## config.mk

```make
export PLATFORM = sky130hd
export DESIGN_NAME = osc_startup_ctrl
export DESIGN_NICKNAME = d
export VERILOG_FILES = /design/src/hw/osc_startup_pkg.sv /design/src/hw/osc_tick_gen.sv /design/src/hw/osc_startup_ctrl.sv
export SDC_FILE = /design/constraint.sdc
export NUM_CORES = 1
export LEC_CHECK = 0
export CORE_UTILIZATION = 30
export DETAILED_ROUTE_END_ITERATION = 12
export DONT_BUFFER_PORTS = 1
export SYNTH_ARGS = -nofsm -noshare
export SYNTH_HDL_FRONTEND = slang
export SYNTH_SLANG_ARGS = --single-unit
```

## constraint.sdc

```tcl
create_clock -name clk_i -period 5.7 [get_ports clk_i]
set_input_delay 0.285 -clock clk_i [delete_from_list [all_inputs] [get_ports clk_i]]
set_output_delay 0.285 -clock clk_i [all_outputs]
set_load 0.01 [all_outputs]
```

## src/hw/osc_startup_pkg.sv

```systemverilog
// Constants and types for oscillator selection and start-up control
package osc_startup_pkg;

  // ****************************************
  // Clock rates and timing
  // ****************************************
  localparam int unsigned CLK_HZ   = 200_000_000;
  localparam int unsigned FAST_HZ  = 16_000_000;
  localparam int unsigned MID_HZ   = 500_000;
  localparam int unsigned SLOW_HZ  = 31_250;
  // Integer dividers: the fast tick comes out at 16.7 MHz, not 16
  localparam int unsigned FAST_DIV = CLK_HZ / FAST_HZ;
  localparam int unsigned MID_DIV  = CLK_HZ / MID_HZ;
  localparam int unsigned SLOW_DIV = CLK_HZ / SLOW_HZ;

  localparam int unsigned XTAL_EDGES     = 1024;
  localparam int unsigned INSTR_CLKS     = 4;
  localparam int unsigned EXT_WAIT_INSTR = 2;
  localparam int unsigned EXT_WAIT_EDGES = EXT_WAIT_INSTR * INSTR_CLKS;
  localparam int unsigned PLL_LOCK_MS    = 2;
  localparam int unsigned PLL_LOCK_CYC   = CLK_HZ / 1000 * PLL_LOCK_MS;
  localparam int unsigned SWITCH_US      = 1;
  localparam int unsigned SWITCH_CYC     = CLK_HZ / 1_000_000 * SWITCH_US;
  localparam int unsigned PUP_US         = 1000;
  localparam int unsigned PUP_CYC        = CLK_HZ / 1_000_000 * PUP_US;
  localparam int unsigned ISTART_US      = 5;
  localparam int unsigned ISTART_CYC     = CLK_HZ / 1_000_000 * ISTART_US;
  localparam int unsigned CNT_W          = 24;

  // ****************************************
  // Register map
  // ****************************************
  localparam int unsigned ADDR_W   = 8;
  localparam logic [7:0]  CTRL_OFS = 8'h00;
  localparam logic [7:0]  STAT_OFS = 8'h04;
  localparam logic [7:0]  CNT_OFS  = 8'h08;

  localparam int unsigned CTRL_SEL_LSB  = 0;
  localparam int unsigned CTRL_IRC_BIT  = 2;
  localparam int unsigned CTRL_TWO_BIT  = 3;
  localparam int unsigned CTRL_PUP_BIT  = 4;
  localparam int unsigned CTRL_MODE_LSB = 8;
  localparam logic [31:0] CTRL_RST      = 32'h0000_0110;
  localparam logic [31:0] CTRL_WMASK    = 32'h0000_0f1f;

  localparam int unsigned STAT_RUN_BIT  = 0;
  localparam int unsigned STAT_BUSY_BIT = 1;
  localparam int unsigned STAT_SRC_LSB  = 2;
  localparam int unsigned STAT_ST_LSB   = 4;

  localparam logic [1:0] RESP_OKAY   = 2'h0;
  localparam logic [1:0] RESP_SLVERR = 2'h2;

  // ****************************************
  // Oscillator modes and select codes
  // ****************************************
  localparam logic [3:0] MODE_LOW_POWER_CRYSTAL  = 4'h0;
  localparam logic [3:0] MODE_MEDIUM_CRYSTAL     = 4'h1;
  localparam logic [3:0] MODE_FAST_CRYSTAL       = 4'h2;
  localparam logic [3:0] MODE_RESISTOR_CAPACITOR = 4'h3;
  localparam logic [3:0] MODE_DRIVEN_LOW_POWER   = 4'h4;
  localparam logic [3:0] MODE_DRIVEN_MID_POWER   = 4'h5;
  localparam logic [3:0] MODE_DRIVEN_HIGH_POWER  = 4'h6;
  localparam logic [3:0] MODE_TIMES_FOUR         = 4'h7;
  localparam logic [3:0] MODE_INTERNAL           = 4'h8;

  localparam logic [1:0] SEL_PRIMARY = 2'h0;
  localparam logic [1:0] SEL_SLOW    = 2'h1;

  typedef enum logic [1:0] {
    SRC_PRIMARY, SRC_FAST, SRC_MID, SRC_SLOW
  } src_e;

  typedef enum logic [3:0] {
    S_PUP, S_COUNT, S_PLL, S_EXT_WAIT, S_INT_WAIT, S_RUN, S_SWITCH,
    S_SLEEP
  } state_e;

  // ****************************************
  // Register bus carriers
  // ****************************************
  typedef struct packed {
    logic        awvalid;
    logic [31:0] awaddr;
    logic        wvalid;
    logic [31:0] wdata;
    logic [3:0]  wstrb;
    logic        bready;
    logic        arvalid;
    logic [31:0] araddr;
    logic        rready;
  } axil_req_s;

  typedef struct packed {
    logic        awready;
    logic        wready;
    logic        bvalid;
    logic [1:0]  bresp;
    logic        arready;
    logic        rvalid;
    logic [31:0] rdata;
    logic [1:0]  rresp;
  } axil_rsp_s;

endpackage

```

## src/hw/osc_tick_gen.sv

```systemverilog
// Free-running divider that models one internal oscillator as a tick
`timescale 1ns/10ps
`default_nettype none
module osc_tick_gen #(
  parameter int unsigned DIV = 12
) (
  // Clock and reset
  input  wire logic clk_i,
  input  wire logic rst_b_i,
  // Tick
  output logic      tick_o
);

  logic [15:0] cnt_r;
  logic [15:0] cnt_nxt;

  always_comb
  begin
    cnt_nxt = cnt_r + 16'h0001;
    if (cnt_r == 16'(DIV - 1))
    begin
      cnt_nxt = 16'h0000;
    end
  end

  always_ff @(posedge clk_i or negedge rst_b_i)
  begin
    if (!rst_b_i)
    begin
      cnt_r <= 16'h0000;
    end
    else
    begin
      cnt_r <= cnt_nxt;
    end
  end

  assign tick_o = (cnt_r == 16'(DIV - 1));

endmodule
`default_nettype wire

```

## src/hw/osc_startup_ctrl.sv

```systemverilog
// Oscillator source selection and start-up sequencing with a register bus
// Contract
// - Fast, mid and slow internal oscillators are selectable clock sources.
// - The two-bit select field picks between external and internal sources.
// - Crystal modes count 1024 crystal input edges before use.
// - The count starts after power-on (after the optional delay) and wake.
// - While the count runs, execution is held.
// - Any source switch inserts a settling delay.
// - Driven-clock and RC modes wait 2 instruction cycles after start.
// - Slow internal to driven or RC waits one cycle of each clock.
// - Times-four mode waits 1024 counted edges plus 2 ms.
// - Slow internal to another internal waits about 1 us.
// - Two-speed start-up runs code on the fast internal clock meanwhile.
// - Driven-clock mode takes the input pin and frees the output pin.
// - Driven-clock mode has low, mid and high power variants.
// - Driven-clock mode bypasses the crystal edge count.
// - Logic is static: no source edge, no progress, state kept.
//
// Our own choices: register access over AXI4-Lite and the register addresses.
`timescale 1ns/10ps
`default_nettype none
module osc_startup_ctrl
  import osc_startup_pkg::*;
#(
  parameter int unsigned PUP_CYCLES_P  = PUP_CYC,
  parameter int unsigned PLL_CYCLES_P  = PLL_LOCK_CYC,
  parameter int unsigned SLOW_DIV_P    = SLOW_DIV
) (
  // Clock and reset
  input  wire logic       clk_i,
  input  wire logic       rst_b_i,
  // Register bus
  input  wire axil_req_s  axil_req_i,
  output axil_rsp_s       axil_rsp_o,
  // Oscillator pins
  input  wire logic       crystal_in_i,
  output logic            crystal_out_o,
  output logic            crystal_out_oe_o,
  input  wire logic       gpio_out_i,
  input  wire logic       gpio_oe_i,
  // Core events
  input  wire logic       brownout_i,
  input  wire logic       sleep_i,
  input  wire logic       wake_i,
  // Clock to the core
  output logic            run_o,
  output logic            sys_clk_en_o,
  output logic            startup_busy_o,
  output logic [1:0]      active_src_o
);

  // ****************************************
  // State
  // ****************************************
  typedef struct packed {
    state_e              st;
    src_e                active;
    src_e                target;
    logic [CNT_W-1:0]    cnt;
    logic                phase;
    logic [31:0]         ctrl;
    logic                aw_got;
    logic                w_got;
    logic [ADDR_W-1:0]   awaddr;
    logic [31:0]         wdata;
    logic [3:0]          wstrb;
    logic                bvalid;
    logic [1:0]          bresp;
    logic                rvalid;
    logic [31:0]         rdata;
    logic [1:0]          rresp;
    logic [1:0]          xin_sync;
    logic                xin_prev;
    logic                xout;
    logic                xout_oe;
    logic                clk_en;
  } state_s;

  state_s r;
  state_s nxt;

  logic fast_tick;
  logic mid_tick;
  logic slow_tick;

  // ****************************************
  // Internal oscillators
  // ****************************************
  // three internal sources
  osc_tick_gen #(.DIV(FAST_DIV)) u_fast (
    .clk_i   (clk_i),
    .rst_b_i (rst_b_i),
    .tick_o  (fast_tick)
  );
  osc_tick_gen #(.DIV(MID_DIV)) u_mid (
    .clk_i   (clk_i),
    .rst_b_i (rst_b_i),
    .tick_o  (mid_tick)
  );
  osc_tick_gen #(.DIV(SLOW_DIV_P)) u_slow (
    .clk_i   (clk_i),
    .rst_b_i (rst_b_i),
    .tick_o  (slow_tick)
  );

  // ****************************************
  // Helpers
  // ****************************************
  function automatic logic is_crystal(input logic [3:0] m);
    return (m == MODE_LOW_POWER_CRYSTAL) || (m == MODE_MEDIUM_CRYSTAL) ||
           (m == MODE_FAST_CRYSTAL) || (m == MODE_TIMES_FOUR);
  endfunction

  function automatic logic is_driven(input logic [3:0] m);
    return (m == MODE_DRIVEN_LOW_POWER) || (m == MODE_DRIVEN_MID_POWER) ||
           (m == MODE_DRIVEN_HIGH_POWER) || (m == MODE_RESISTOR_CAPACITOR);
  endfunction

  logic [1:0] sel;
  logic [3:0] mode;
  logic       two_speed;
  logic       pup_en;
  logic       xin_edge;
  src_e       desired;

  assign sel       = r.ctrl[CTRL_SEL_LSB +: 2];
  assign mode      = r.ctrl[CTRL_MODE_LSB +: 4];
  assign two_speed = r.ctrl[CTRL_TWO_BIT];
  assign pup_en    = r.ctrl[CTRL_PUP_BIT];
  assign xin_edge  = r.xin_sync[1] & ~r.xin_prev;

  always_comb
  begin
    if (sel == SEL_PRIMARY)
    begin
      desired = SRC_PRIMARY;
    end
    else if (sel == SEL_SLOW)
    begin
      desired = SRC_SLOW;
    end
    else
    begin
      desired = r.ctrl[CTRL_IRC_BIT] ? SRC_MID : SRC_FAST;
    end
  end

  function automatic logic src_tick(input src_e s);
    unique case (s)
      SRC_PRIMARY: return (is_crystal(mode) || is_driven(mode)) ?
                          xin_edge : fast_tick;
      SRC_FAST:    return fast_tick;
      SRC_MID:     return mid_tick;
      SRC_SLOW:    return slow_tick;
    endcase
  endfunction

  function automatic state_e entry_state(input src_e s);
    if (s != SRC_PRIMARY)
    begin
      return S_INT_WAIT;
    end
    // crystal modes go through the edge count
    if (is_crystal(mode))
    begin
      return S_COUNT;
    end
    // driven clock skips the edge count
    if (is_driven(mode))
    begin
      return S_EXT_WAIT;
    end
    return S_INT_WAIT;
  endfunction

  // ****************************************
  // Next state
  // ****************************************
  always_comb
  begin
    logic [31:0] merged;
    logic [31:0] rd;
    logic        hit;
    logic        tgt_tick;
    merged   = r.ctrl;
    rd       = 32'h0000_0000;
    hit      = 1'b0;
    nxt      = r;
    tgt_tick = src_tick(r.target);

    nxt.xin_sync = {r.xin_sync[0], crystal_in_i};
    nxt.xin_prev = r.xin_sync[1];

    unique case (r.st)
      S_PUP:
      begin
        // optional power-up delay before the edge count
        if (!pup_en || r.cnt == CNT_W'(PUP_CYCLES_P - 1))
        begin
          nxt.st     = entry_state(desired);
          nxt.target = desired;
          nxt.cnt    = '0;
        end
        else
        begin
          nxt.cnt = r.cnt + CNT_W'(1);
        end
      end
      S_COUNT:
      begin
        if (xin_edge)
        begin
          if (r.cnt == CNT_W'(XTAL_EDGES - 1))
          begin
            nxt.cnt = '0;
            nxt.st  = (mode == MODE_TIMES_FOUR) ? S_PLL : S_RUN;
            if (mode != MODE_TIMES_FOUR)
            begin
              nxt.active = r.target;
            end
          end
          else
          begin
            nxt.cnt = r.cnt + CNT_W'(1);
          end
        end
      end
      S_PLL:
      begin
        if (r.cnt == CNT_W'(PLL_CYCLES_P - 1))
        begin
          nxt.st     = S_RUN;
          nxt.active = r.target;
          nxt.cnt    = '0;
        end
        else
        begin
          nxt.cnt = r.cnt + CNT_W'(1);
        end
      end
      S_EXT_WAIT:
      begin
        // two instruction cycles of the new source
        if (tgt_tick)
        begin
          if (r.cnt == CNT_W'(EXT_WAIT_EDGES - 1))
          begin
            nxt.st     = S_RUN;
            nxt.active = r.target;
            nxt.cnt    = '0;
          end
          else
          begin
            nxt.cnt = r.cnt + CNT_W'(1);
          end
        end
      end
      S_INT_WAIT:
      begin
        if (r.cnt == CNT_W'(ISTART_CYC - 1))
        begin
          nxt.st     = S_RUN;
          nxt.active = r.target;
          nxt.cnt    = '0;
        end
        else
        begin
          nxt.cnt = r.cnt + CNT_W'(1);
        end
      end
      S_RUN:
      begin
        if (sleep_i)
        begin
          nxt.st = S_SLEEP;
        end
        else if (desired != r.active)
        begin
          nxt.target = desired;
          nxt.cnt    = '0;
          nxt.phase  = 1'b0;
          nxt.st = (desired == SRC_PRIMARY && is_crystal(mode)) ?
                   S_COUNT : S_SWITCH;
        end
      end
      S_SWITCH:
      begin
        if (r.active == SRC_SLOW && r.target == SRC_PRIMARY &&
            is_driven(mode))
        begin
          // one old cycle, then one new cycle
          if (!r.phase && slow_tick)
          begin
            nxt.phase = 1'b1;
          end
          else if (r.phase && tgt_tick)
          begin
            nxt.st     = S_RUN;
            nxt.active = r.target;
          end
        end
        else if (r.active == SRC_SLOW && r.target != SRC_PRIMARY)
        begin
          // about 1 us between internal sources
          if (r.cnt == CNT_W'(SWITCH_CYC - 1))
          begin
            nxt.st     = S_RUN;
            nxt.active = r.target;
            nxt.cnt    = '0;
          end
          else
          begin
            nxt.cnt = r.cnt + CNT_W'(1);
          end
        end
        else if (tgt_tick)
        begin
          // one edge of the new source
          nxt.st     = S_RUN;
          nxt.active = r.target;
        end
      end
      S_SLEEP:
      begin
        // wake restarts the sequence without the power-up delay
        if (wake_i)
        begin
          nxt.st     = entry_state(desired);
          nxt.target = desired;
          nxt.cnt    = '0;
        end
      end
    endcase

    if (brownout_i)
    begin
      nxt.st    = S_PUP;
      nxt.cnt   = '0;
      nxt.phase = 1'b0;
    end

    // enable only on real source edges
    if (r.st == S_RUN || r.st == S_SWITCH)
    begin
      nxt.clk_en = src_tick(r.active);
    end
    else if (two_speed && (r.st == S_COUNT || r.st == S_PLL))
    begin
      nxt.clk_en = fast_tick;
    end
    else
    begin
      nxt.clk_en = 1'b0;
    end

    // output pin freed outside crystal modes
    nxt.xout_oe = is_crystal(mode) ? 1'b1 : gpio_oe_i;
    nxt.xout    = is_crystal(mode) ? ~r.xin_sync[1] : gpio_out_i;

    // Register bus: write path
    if (axil_req_i.awvalid && axil_rsp_o.awready)
    begin
      nxt.aw_got = 1'b1;
      nxt.awaddr = axil_req_i.awaddr[ADDR_W-1:0];
    end
    if (axil_req_i.wvalid && axil_rsp_o.wready)
    begin
      nxt.w_got = 1'b1;
      nxt.wdata = axil_req_i.wdata;
      nxt.wstrb = axil_req_i.wstrb;
    end
    for (int i = 0; i < 4; i++)
    begin
      if (r.wstrb[i])
      begin
        merged[8*i +: 8] = (r.wdata[8*i +: 8] & CTRL_WMASK[8*i +: 8]) |
                           (r.ctrl[8*i +: 8] & ~CTRL_WMASK[8*i +: 8]);
      end
    end
    if (r.aw_got && r.w_got)
    begin
      nxt.aw_got = 1'b0;
      nxt.w_got  = 1'b0;
      nxt.bvalid = 1'b1;
      nxt.bresp  = RESP_OKAY;
      if (r.awaddr == CTRL_OFS)
      begin
        nxt.ctrl = merged;
      end
      else if (r.awaddr != STAT_OFS && r.awaddr != CNT_OFS)
      begin
        nxt.bresp = RESP_SLVERR;
      end
    end
    if (r.bvalid && axil_req_i.bready)
    begin
      nxt.bvalid = 1'b0;
    end

    // Register bus: read path
    unique case (axil_req_i.araddr[ADDR_W-1:0])
      CTRL_OFS:
      begin
        rd  = r.ctrl;
        hit = 1'b1;
      end
      STAT_OFS:
      begin
        rd[STAT_RUN_BIT]     = run_o;
        rd[STAT_BUSY_BIT]    = startup_busy_o;
        rd[STAT_SRC_LSB +: 2] = r.active;
        rd[STAT_ST_LSB +: 4]  = r.st;
        hit = 1'b1;
      end
      CNT_OFS:
      begin
        rd[CNT_W-1:0] = r.cnt;
        hit = 1'b1;
      end
      default:
      begin
        hit = 1'b0;
      end
    endcase
    if (axil_req_i.arvalid && axil_rsp_o.arready)
    begin
      nxt.rvalid = 1'b1;
      nxt.rdata  = rd;
      nxt.rresp  = hit ? RESP_OKAY : RESP_SLVERR;
    end
    else if (r.rvalid && axil_req_i.rready)
    begin
      nxt.rvalid = 1'b0;
    end
  end

  // ****************************************
  // Registers
  // ****************************************
  always_ff @(posedge clk_i or negedge rst_b_i)
  begin
    if (!rst_b_i)
    begin
      r      <= '0;
      r.ctrl <= CTRL_RST;
    end
    else
    begin
      r <= nxt;
    end
  end

  // ****************************************
  // Outputs
  // ****************************************
  // execution held while counting, unless two-speed start-up is on
  assign run_o = (r.st == S_RUN) || (r.st == S_SWITCH) ||
                 (two_speed && (r.st == S_COUNT || r.st == S_PLL));
  assign startup_busy_o   = (r.st != S_RUN) && (r.st != S_SLEEP);
  assign sys_clk_en_o     = r.clk_en;
  assign active_src_o     = r.active;
  assign crystal_out_o    = r.xout;
  assign crystal_out_oe_o = r.xout_oe;

  assign axil_rsp_o.awready = !r.aw_got && !r.bvalid;
  assign axil_rsp_o.wready  = !r.w_got && !r.bvalid;
  assign axil_rsp_o.bvalid  = r.bvalid;
  assign axil_rsp_o.bresp   = r.bresp;
  assign axil_rsp_o.arready = !r.rvalid;
  assign axil_rsp_o.rvalid  = r.rvalid;
  assign axil_rsp_o.rdata   = r.rdata;
  assign axil_rsp_o.rresp   = r.rresp;

endmodule
`default_nettype wire

```

==> metrics, run 1 <==
RSZ-0062 raised after global routing=no; pin count of the biggest net entering global routing=145; global-route usage over all layers=between 10% and 20%; number of ports placed on the die boundary=161; root buf cell=clkbuf_16; area of the mapped netlist=0.007555 mm^2; number of flops mapped to enable cells by yosys=0; core area=0.02453 mm^2; Clock Skew=between 0.009 and 0.01 ns; antenna cells=0; library cell contributing the largest single delay on the critical path=nor4_1; CTS tree=done; final layout net count=856; net switching power=0.9403 mW; upper clock frequency limit=0.3079 GHz; Synth Area per Inst=9.914 um^2; detail-routed via count per cell=5.122; first-pass GRT wire length=27930 um; result of the run=completed; count of TritonRoute iterations in the first routing pass=4; hold slack=roughly 0.019 ns; standard-cell rows=57; crit path launch=r[137]; count of cells resized by post-cts repair=0; Design Power=2.972 mW; fraction of final layout cells sized beyond drive strength 1=around 11%; critical path endpoint category=flip-flop; total number of clock tree sinks=144; ordered cell list for the critical path=nor4_1 > nand3_1 > o31ai_2 > nand4_2 > nand3b_4 > nand3b_2 > o21ai_0; worst skew pair latency=0.42 ns; effective utilization at floorplan=30.79%; type of the worst setup path=flip-flop to flip-flop; vias in the first global route=around 5400; Total Routed Length=16910 um; post-route antenna net violation count=0; final worst-path cycle share=a little under three fifths; vias after detailed routing=5511; Wirelength per Cell=15.71 um; placer congestion estimate=a little over 0.8; placed cells=1019; Setup TNS=0 ns; power density normalized to cell area=354.7 mW/mm^2; internal power=between 2 and 2.5 mW; clock-pin slew of the registers on the worst-case setup and hold paths=0.06 ns; area of the die=0.02582 mm^2; post-CTS repair timing setup buffer count=0; shortest clock period the worst path allows after layout=3.248 ns; Reg power frac=43.0%; leakage dissipation=3.368 nW; layout overhead on the synthesized area=10.88%; number of cells produced by synthesis=762; crit path DAT=3.53 ns; total CTS buffers=17; HPWL after detailed placement=11530 um; Die Span Y=160.7 um; required time of the worst setup path=5.98 ns; fill cell instance count of the final layout=2522; total count of hold-check failures in the final report=0; Hold Path Origin=axil_req_i[43]; post-synthesis sequential area ratio=between 40% and 50%; delay contributed by the slowest stage of the critical path=roughly 0.7 ns; worst slew pin tran=0.9599 ns; number of warnings printed during yosys synthesis=0; path type of the worst min-delay path=input port to flip-flop; share of flip-flops with an asynchronous set or reset after synthesis=100.0%; Worst setup SP type=flip-flop; Distinct cells, synth=71; number of cells in the finished layout apart from fillers=1076; Max-Slew Margin vs Limit=35.62%; source of the worst register-to-register timing path=r[137]; Die X-Extent=between 150 and 200 um; max-cap viol count=0; Bufs on Longest Clock Path=2; number of remaining DRC errors=0; Starting DRT DRC Count=360; total gr overflow=0; number of storage elements in the synthesis netlist=144; most frequently used flop master after synthesis=dfrtp_1; antenna violations before repair=0; fin. max-slew vios=0; H-Tree Depth=4; Setup-failing EPs final=0; critical path fanouts, max=23; input/output buffers=0; combinational fraction of design power=20.4%; worst vdd rail ir drop=0.1913 mV; proportion of power drawn by the clock network=36.6%; fraction of power spent switching nets=31.64%; CTS hold repair buffers=25
## Yosys cell counts (all sizes together), types with 4 or more instances
master	n	area share, %
nor2	42	2.1
clkbuf	28	1.4
and2	10	0.83
a21oi	17	1.1
o31ai	20	2.1
nand2	83	4.1
nor2b	26	2.2
nand4	13	1.2
mux2	30	4.5
nand2b	6	0.50
mux2i	7	0.93
nor3b	7	0.70
a22oi	11	1.1
xor2	10	1.2
or2	4	0.33
xnor2	27	3.1
or3	7	0.65
nand3b	7	0.91
inv	11	0.55
o41ai	4	0.46
nor4	14	1.2
buf	50	5.0
and4	4	0.46
nor3	15	0.99
ha	4	0.66
dfrtp	142	47
nor4b	5	0.58
a31oi	7	0.58
a22o	5	0.58
nand3	37	2.5
or4	4	0.45
a32oi	16	1.9
o21ai	44	3.0
and3	13	1.1
## worst max-delay path, delay by kind of cell, from the launching register on
kind	cells	cell delay [ns]
compound gates	2	0.49
simple gates	5	2.15
flops	1	0.45
## cell usage in the layout (no fill, tap or decap), types with 16 or more instances in the layout
cell type,n
o21ai_0,40
nand3_1,37
mux2_2,30
clkbuf_16,17
dfrtp_1,142
o31ai_1,19
a21oi_1,17
nand2_1,83
a32oi_1,16
xnor2_1,27
nor2_1,42
dlygate4sd3_1,24
nor2b_1,26
## sequential cells by signal, indices dropped and copies added, names as in the netlist
name,count
u_slow.cnt_r,16
axil_rsp_o,28
crystal_out_oe_o,1
u_mid.cnt_r,16
nxt,2
active_src_o,2
u_fast.cnt_r,16
crystal_out_o,1
mode,4
r,56
sys_clk_en_o,1
pup_en,1
## through the flow
stage / area, um^2 / utilization [%] / setup WS, ns
finish: 8377 / 34.14 / 2.452
CTS: 8377 / 34.14 / 2.435
global placement: 7531 / 30.70 / 2.508
floorplan: 7589 / - / 3.247
detailed placement: 7531 / 30.70 / 2.461
global route: 8377 / 34.14 / 2.242
## area by class of cell
type                    count  area [um^2]  area share, %
well taps                 324        405.4          4.839
repair buffers             27        282.8          3.376
clock inverters            12        121.4          1.449
multi-input cells         538         3463          41.34
clock buffers              20        456.7          5.452
inverters                  11        41.29         0.4929
flip-flops and latches    144         3606          43.05
## power by group through the flow
stage | Clock, mW | Sequential, mW | Combinational, mW
2_1_floorplan | 0 | 1.23 | 0.549
3_3_place_gp | 0 | 1.29 | 0.556
3_5_place_dp | 0 | 1.30 | 0.564
4_1_cts | 1.12 | 1.28 | 0.605
5_1_grt | 1.16 | 1.30 | 0.671
6_report | 1.09 | 1.28 | 0.606
## worst paths after layout
path / endpoint / slack [ns] / depth (start not counted)
max reg2reg: r[123] / 2.45 / 7
min reg2reg: nxt[3] / 0.35 / 0
min in group asynchronous: nxt[3] / 0.53 / 2
min: r[52] / 0.02 / 1
max in group asynchronous: r[126] / 4.63 / 2
max: r[123] / 2.45 / 7
## per-layer routing
| metal | track usage (%) | share of wire [%] |
|---|---|---|
| met2 | 20.48 | 44 |
| met1 | 18.35 | 48 |
| met3 | 4.132 | 6.6 |
| met4 | 5.317 | 1.5 |
| met5 | 0 | 0 |
## cells by family after synthesis
family                     after synthesis  synth area share, %
and+or+nand+nor                        301                21.17
AOI/OAI and AO/OA                      148                13.45
DFF                                    144                47.73
buffers and inverters                   89                6.956
muxes                                   38                5.697
xor gates and xnor gates                37                4.289
adders and majority gates                4               0.6625
other                                    1              0.04964
(Power assumes the default switching activity.)
==> run 2, diff against run 1 <==
Clock period 5.7 ns to 3.3 ns, I/O delays scaled along.
==> run 2 against run 1 <==
- the run now ends with negative hold slack left
- final cell count rose by 1.2%
- hold slack got worse by 0.58 ns
- die area did not move
- fmax rose by 16%
- sequential share of layout area fell by 0.63 points
- design area rose by 1.5%
- critical path depth rose by 1
- sequential power rose by 70%
- combinational power rose by 83%
- non-clock buffer count rose by 13
- clock skew rose by 0.0041 ns
- via count rose by 0.58%
- critical endpoint is now r[146]
==> metrics, run 2 (synthesis gave the netlist of run 1 again) <==
result of the run=complete, but fails checks (was completed); failing checks=negative hold slack; Met3 Wirelength=1025 um (was 1116 um); first-pass GRT wire length=28720 um (was 27930 um); core area=0.02453 mm^2 (unchanged); max FFs per register=56 (unchanged); layout overhead on the synthesized area=12.52% (was 10.88%); uppermost layer routed=met4 (unchanged); fraction of final layout cells sized beyond drive strength 1=12.29% (was 11.04%); vias after detailed routing=5543 (was 5511); CTS hold repair buffers=25 (unchanged); final worst-path cycle share=85.01% (was 56.98%); shortest clock period the worst path allows after layout=2.805 ns (was 3.248 ns); Starting DRT DRC Count=381 (was 360); Setup TNS=0 ns (unchanged); Clock Skew=0.01356 ns (was 0.009443 ns); required time of the worst setup path=3.60 ns (was 5.98 ns); critical path fanouts, max=22 (was 23); wire length on met1=8255 um (was 8121 um); path type of the worst min-delay path=input port to async pin (was input port to flip-flop); Max-Slew Margin vs Limit=32.40% (was 35.62%); input/output buffers=0 (unchanged); effective utilization at floorplan=30.79% (unchanged); leakage dissipation=3.444 nW (was 3.368 nW); Worst setup SP type=flip-flop (unchanged); number of remaining DRC errors=0 (unchanged); Wirelength per Cell=15.89 um (was 15.71 um); final worst-path setup slack=0.4948 ns (was 2.452 ns); HPWL after detailed placement=11810 um (was 11530 um); antenna violations before repair=0 (unchanged); area of the die=0.02582 mm^2 (unchanged); Die X-Extent=160.7 um (unchanged); type of the worst setup path=flip-flop to flip-flop (unchanged); worst vdd rail ir drop=0.2543 mV (was 0.1913 mV); fill cell instance count of the final layout=2509 (was 2522); crit path DAT=3.10 ns (was 3.53 ns); total count of hold-check failures in the final report=144 (was 0); Design Power=5.292 mW (was 2.972 mW); clock-pin slew of the registers on the worst-case setup and hold paths=0.06 ns (about the same); worst-case setup slack after placement=0.4961 ns (was 2.461 ns); vias in the first global route=5477 (was 5383); hold slack=-0.5572 ns (was 0.01940 ns); total CTS buffers=17 (unchanged); max-cap viol count=0 (unchanged); total gr overflow=0 (unchanged); power density normalized to cell area=622.5 mW/mm^2 (was 354.7 mW/mm^2); worst skew pair latency=0.43 ns (was 0.42 ns); most common library cell in the layout ignoring fill and taps=dfrtp_1 (unchanged); commonest cells after routing, fill and taps aside=dfrtp_1 (142), nand2_1 (83), nor2_1 (42) (unchanged); worst slew pin tran=1.008 ns (was 0.9599 ns); count of TritonRoute iterations in the first routing pass=4 (unchanged); number of ports placed on the die boundary=161 (unchanged); final layout net count=869 (was 856); upper clock frequency limit=0.3565 GHz (was 0.3079 GHz); standard-cell rows=57 (unchanged); critical path endpoint category=flip-flop (unchanged); placer congestion estimate=0.8322 (was 0.8182); total number of clock tree sinks=144 (unchanged); antenna cells=0 (unchanged); H-Tree Depth=4 (unchanged); total length of routed met2 wires=7908 um (was 7418 um); core utilization of the finished layout=34.65% (was 34.14%); pin count of the biggest net entering global routing=145 (unchanged); Bufs on Longest Clock Path=2 (unchanged); root buf cell=clkbuf_16 (unchanged); Die Span Y=160.7 um (unchanged); post-route antenna net violation count=0 (unchanged); detail-routed via count per cell=5.090 (was 5.122); Setup-failing EPs final=0 (unchanged); Total Routed Length=17300 um (was 16910 um); fin. max-slew vios=0 (unchanged); count of cells resized by post-cts repair=0 (unchanged); global-route usage over all layers=14.00% (was 13.64%); Biggest register=r (unchanged); post-CTS repair timing setup buffer count=0 (unchanged); CTS tree=done (unchanged); RSZ-0062 raised after global routing=no (unchanged)
==> run 2: final timing paths <==
| kind | slack (ns) | to | from | cells after the start |
|---|---|---|---|---|
| setup reg to reg | 0.49 | r[146] | r[136] | 8 |
| min in group clk_i | 0.05 | axil_rsp_o[3] | axil_req_i[4] | 2 |
| setup / recovery | 0.49 | r[146] | r[136] | 8 |
| max in group asynchronous | 3.50 | r[129] | rst_b_i | 0 |
| hold / removal | -0.56 | u_mid.cnt_r[13] | rst_b_i | 0 |
| hold reg to reg | 0.36 | nxt[3] | nxt[5] | 0 |
==> run 2: final cells by class <==
type | count | area, um^2 | share of cell area [%]
Clock buffer | 19 | 432.9 | 5.093
Tap cell | 324 | 405.4 | 4.769
Clock inverter | 13 | 176.4 | 2.075
Multi-Input combinational cell | 538 | 3463 | 40.74
Inverter | 11 | 41.29 | 0.4857
Sequential cell | 144 | 3606 | 42.42
Timing Repair Buffer | 40 | 375.4 | 4.416
==> run 2: report_power, final <==
group	internal (mW)	switching, mW	total, mW
Clock	1.21	0.795	2.00
Sequential	1.97	0.210	2.18
Combinational	0.488	0.620	1.11
==> run 2: worst max-delay path, stage by stage (launching register included) <==
cell and delay, ns:
dfrtp_1 0.45, nor4_1 0.65, nand3_1 0.27, o31ai_2 0.36
nand4_2 0.19, nand3b_4 0.20, buf_4 0.23, a32oi_1 0.22
o31ai_1 0.10
==> run 2: per-layer routing <==
layer	track usage (%)	vias up
met5	0	-
met4	4.288	0
met3	3.848	7
met2	21.94	127
met1	18.77	2715
li1	-	2694
==> run 2: metrics by stage <==
stage | std cells | instance area (um^2)
global placement | 1032 | 7641
global route | 1089 | 8501
CTS | 1089 | 8501
detailed placement | 1032 | 7641
finish | 1089 | 8501
floorplan | 771 | 7589
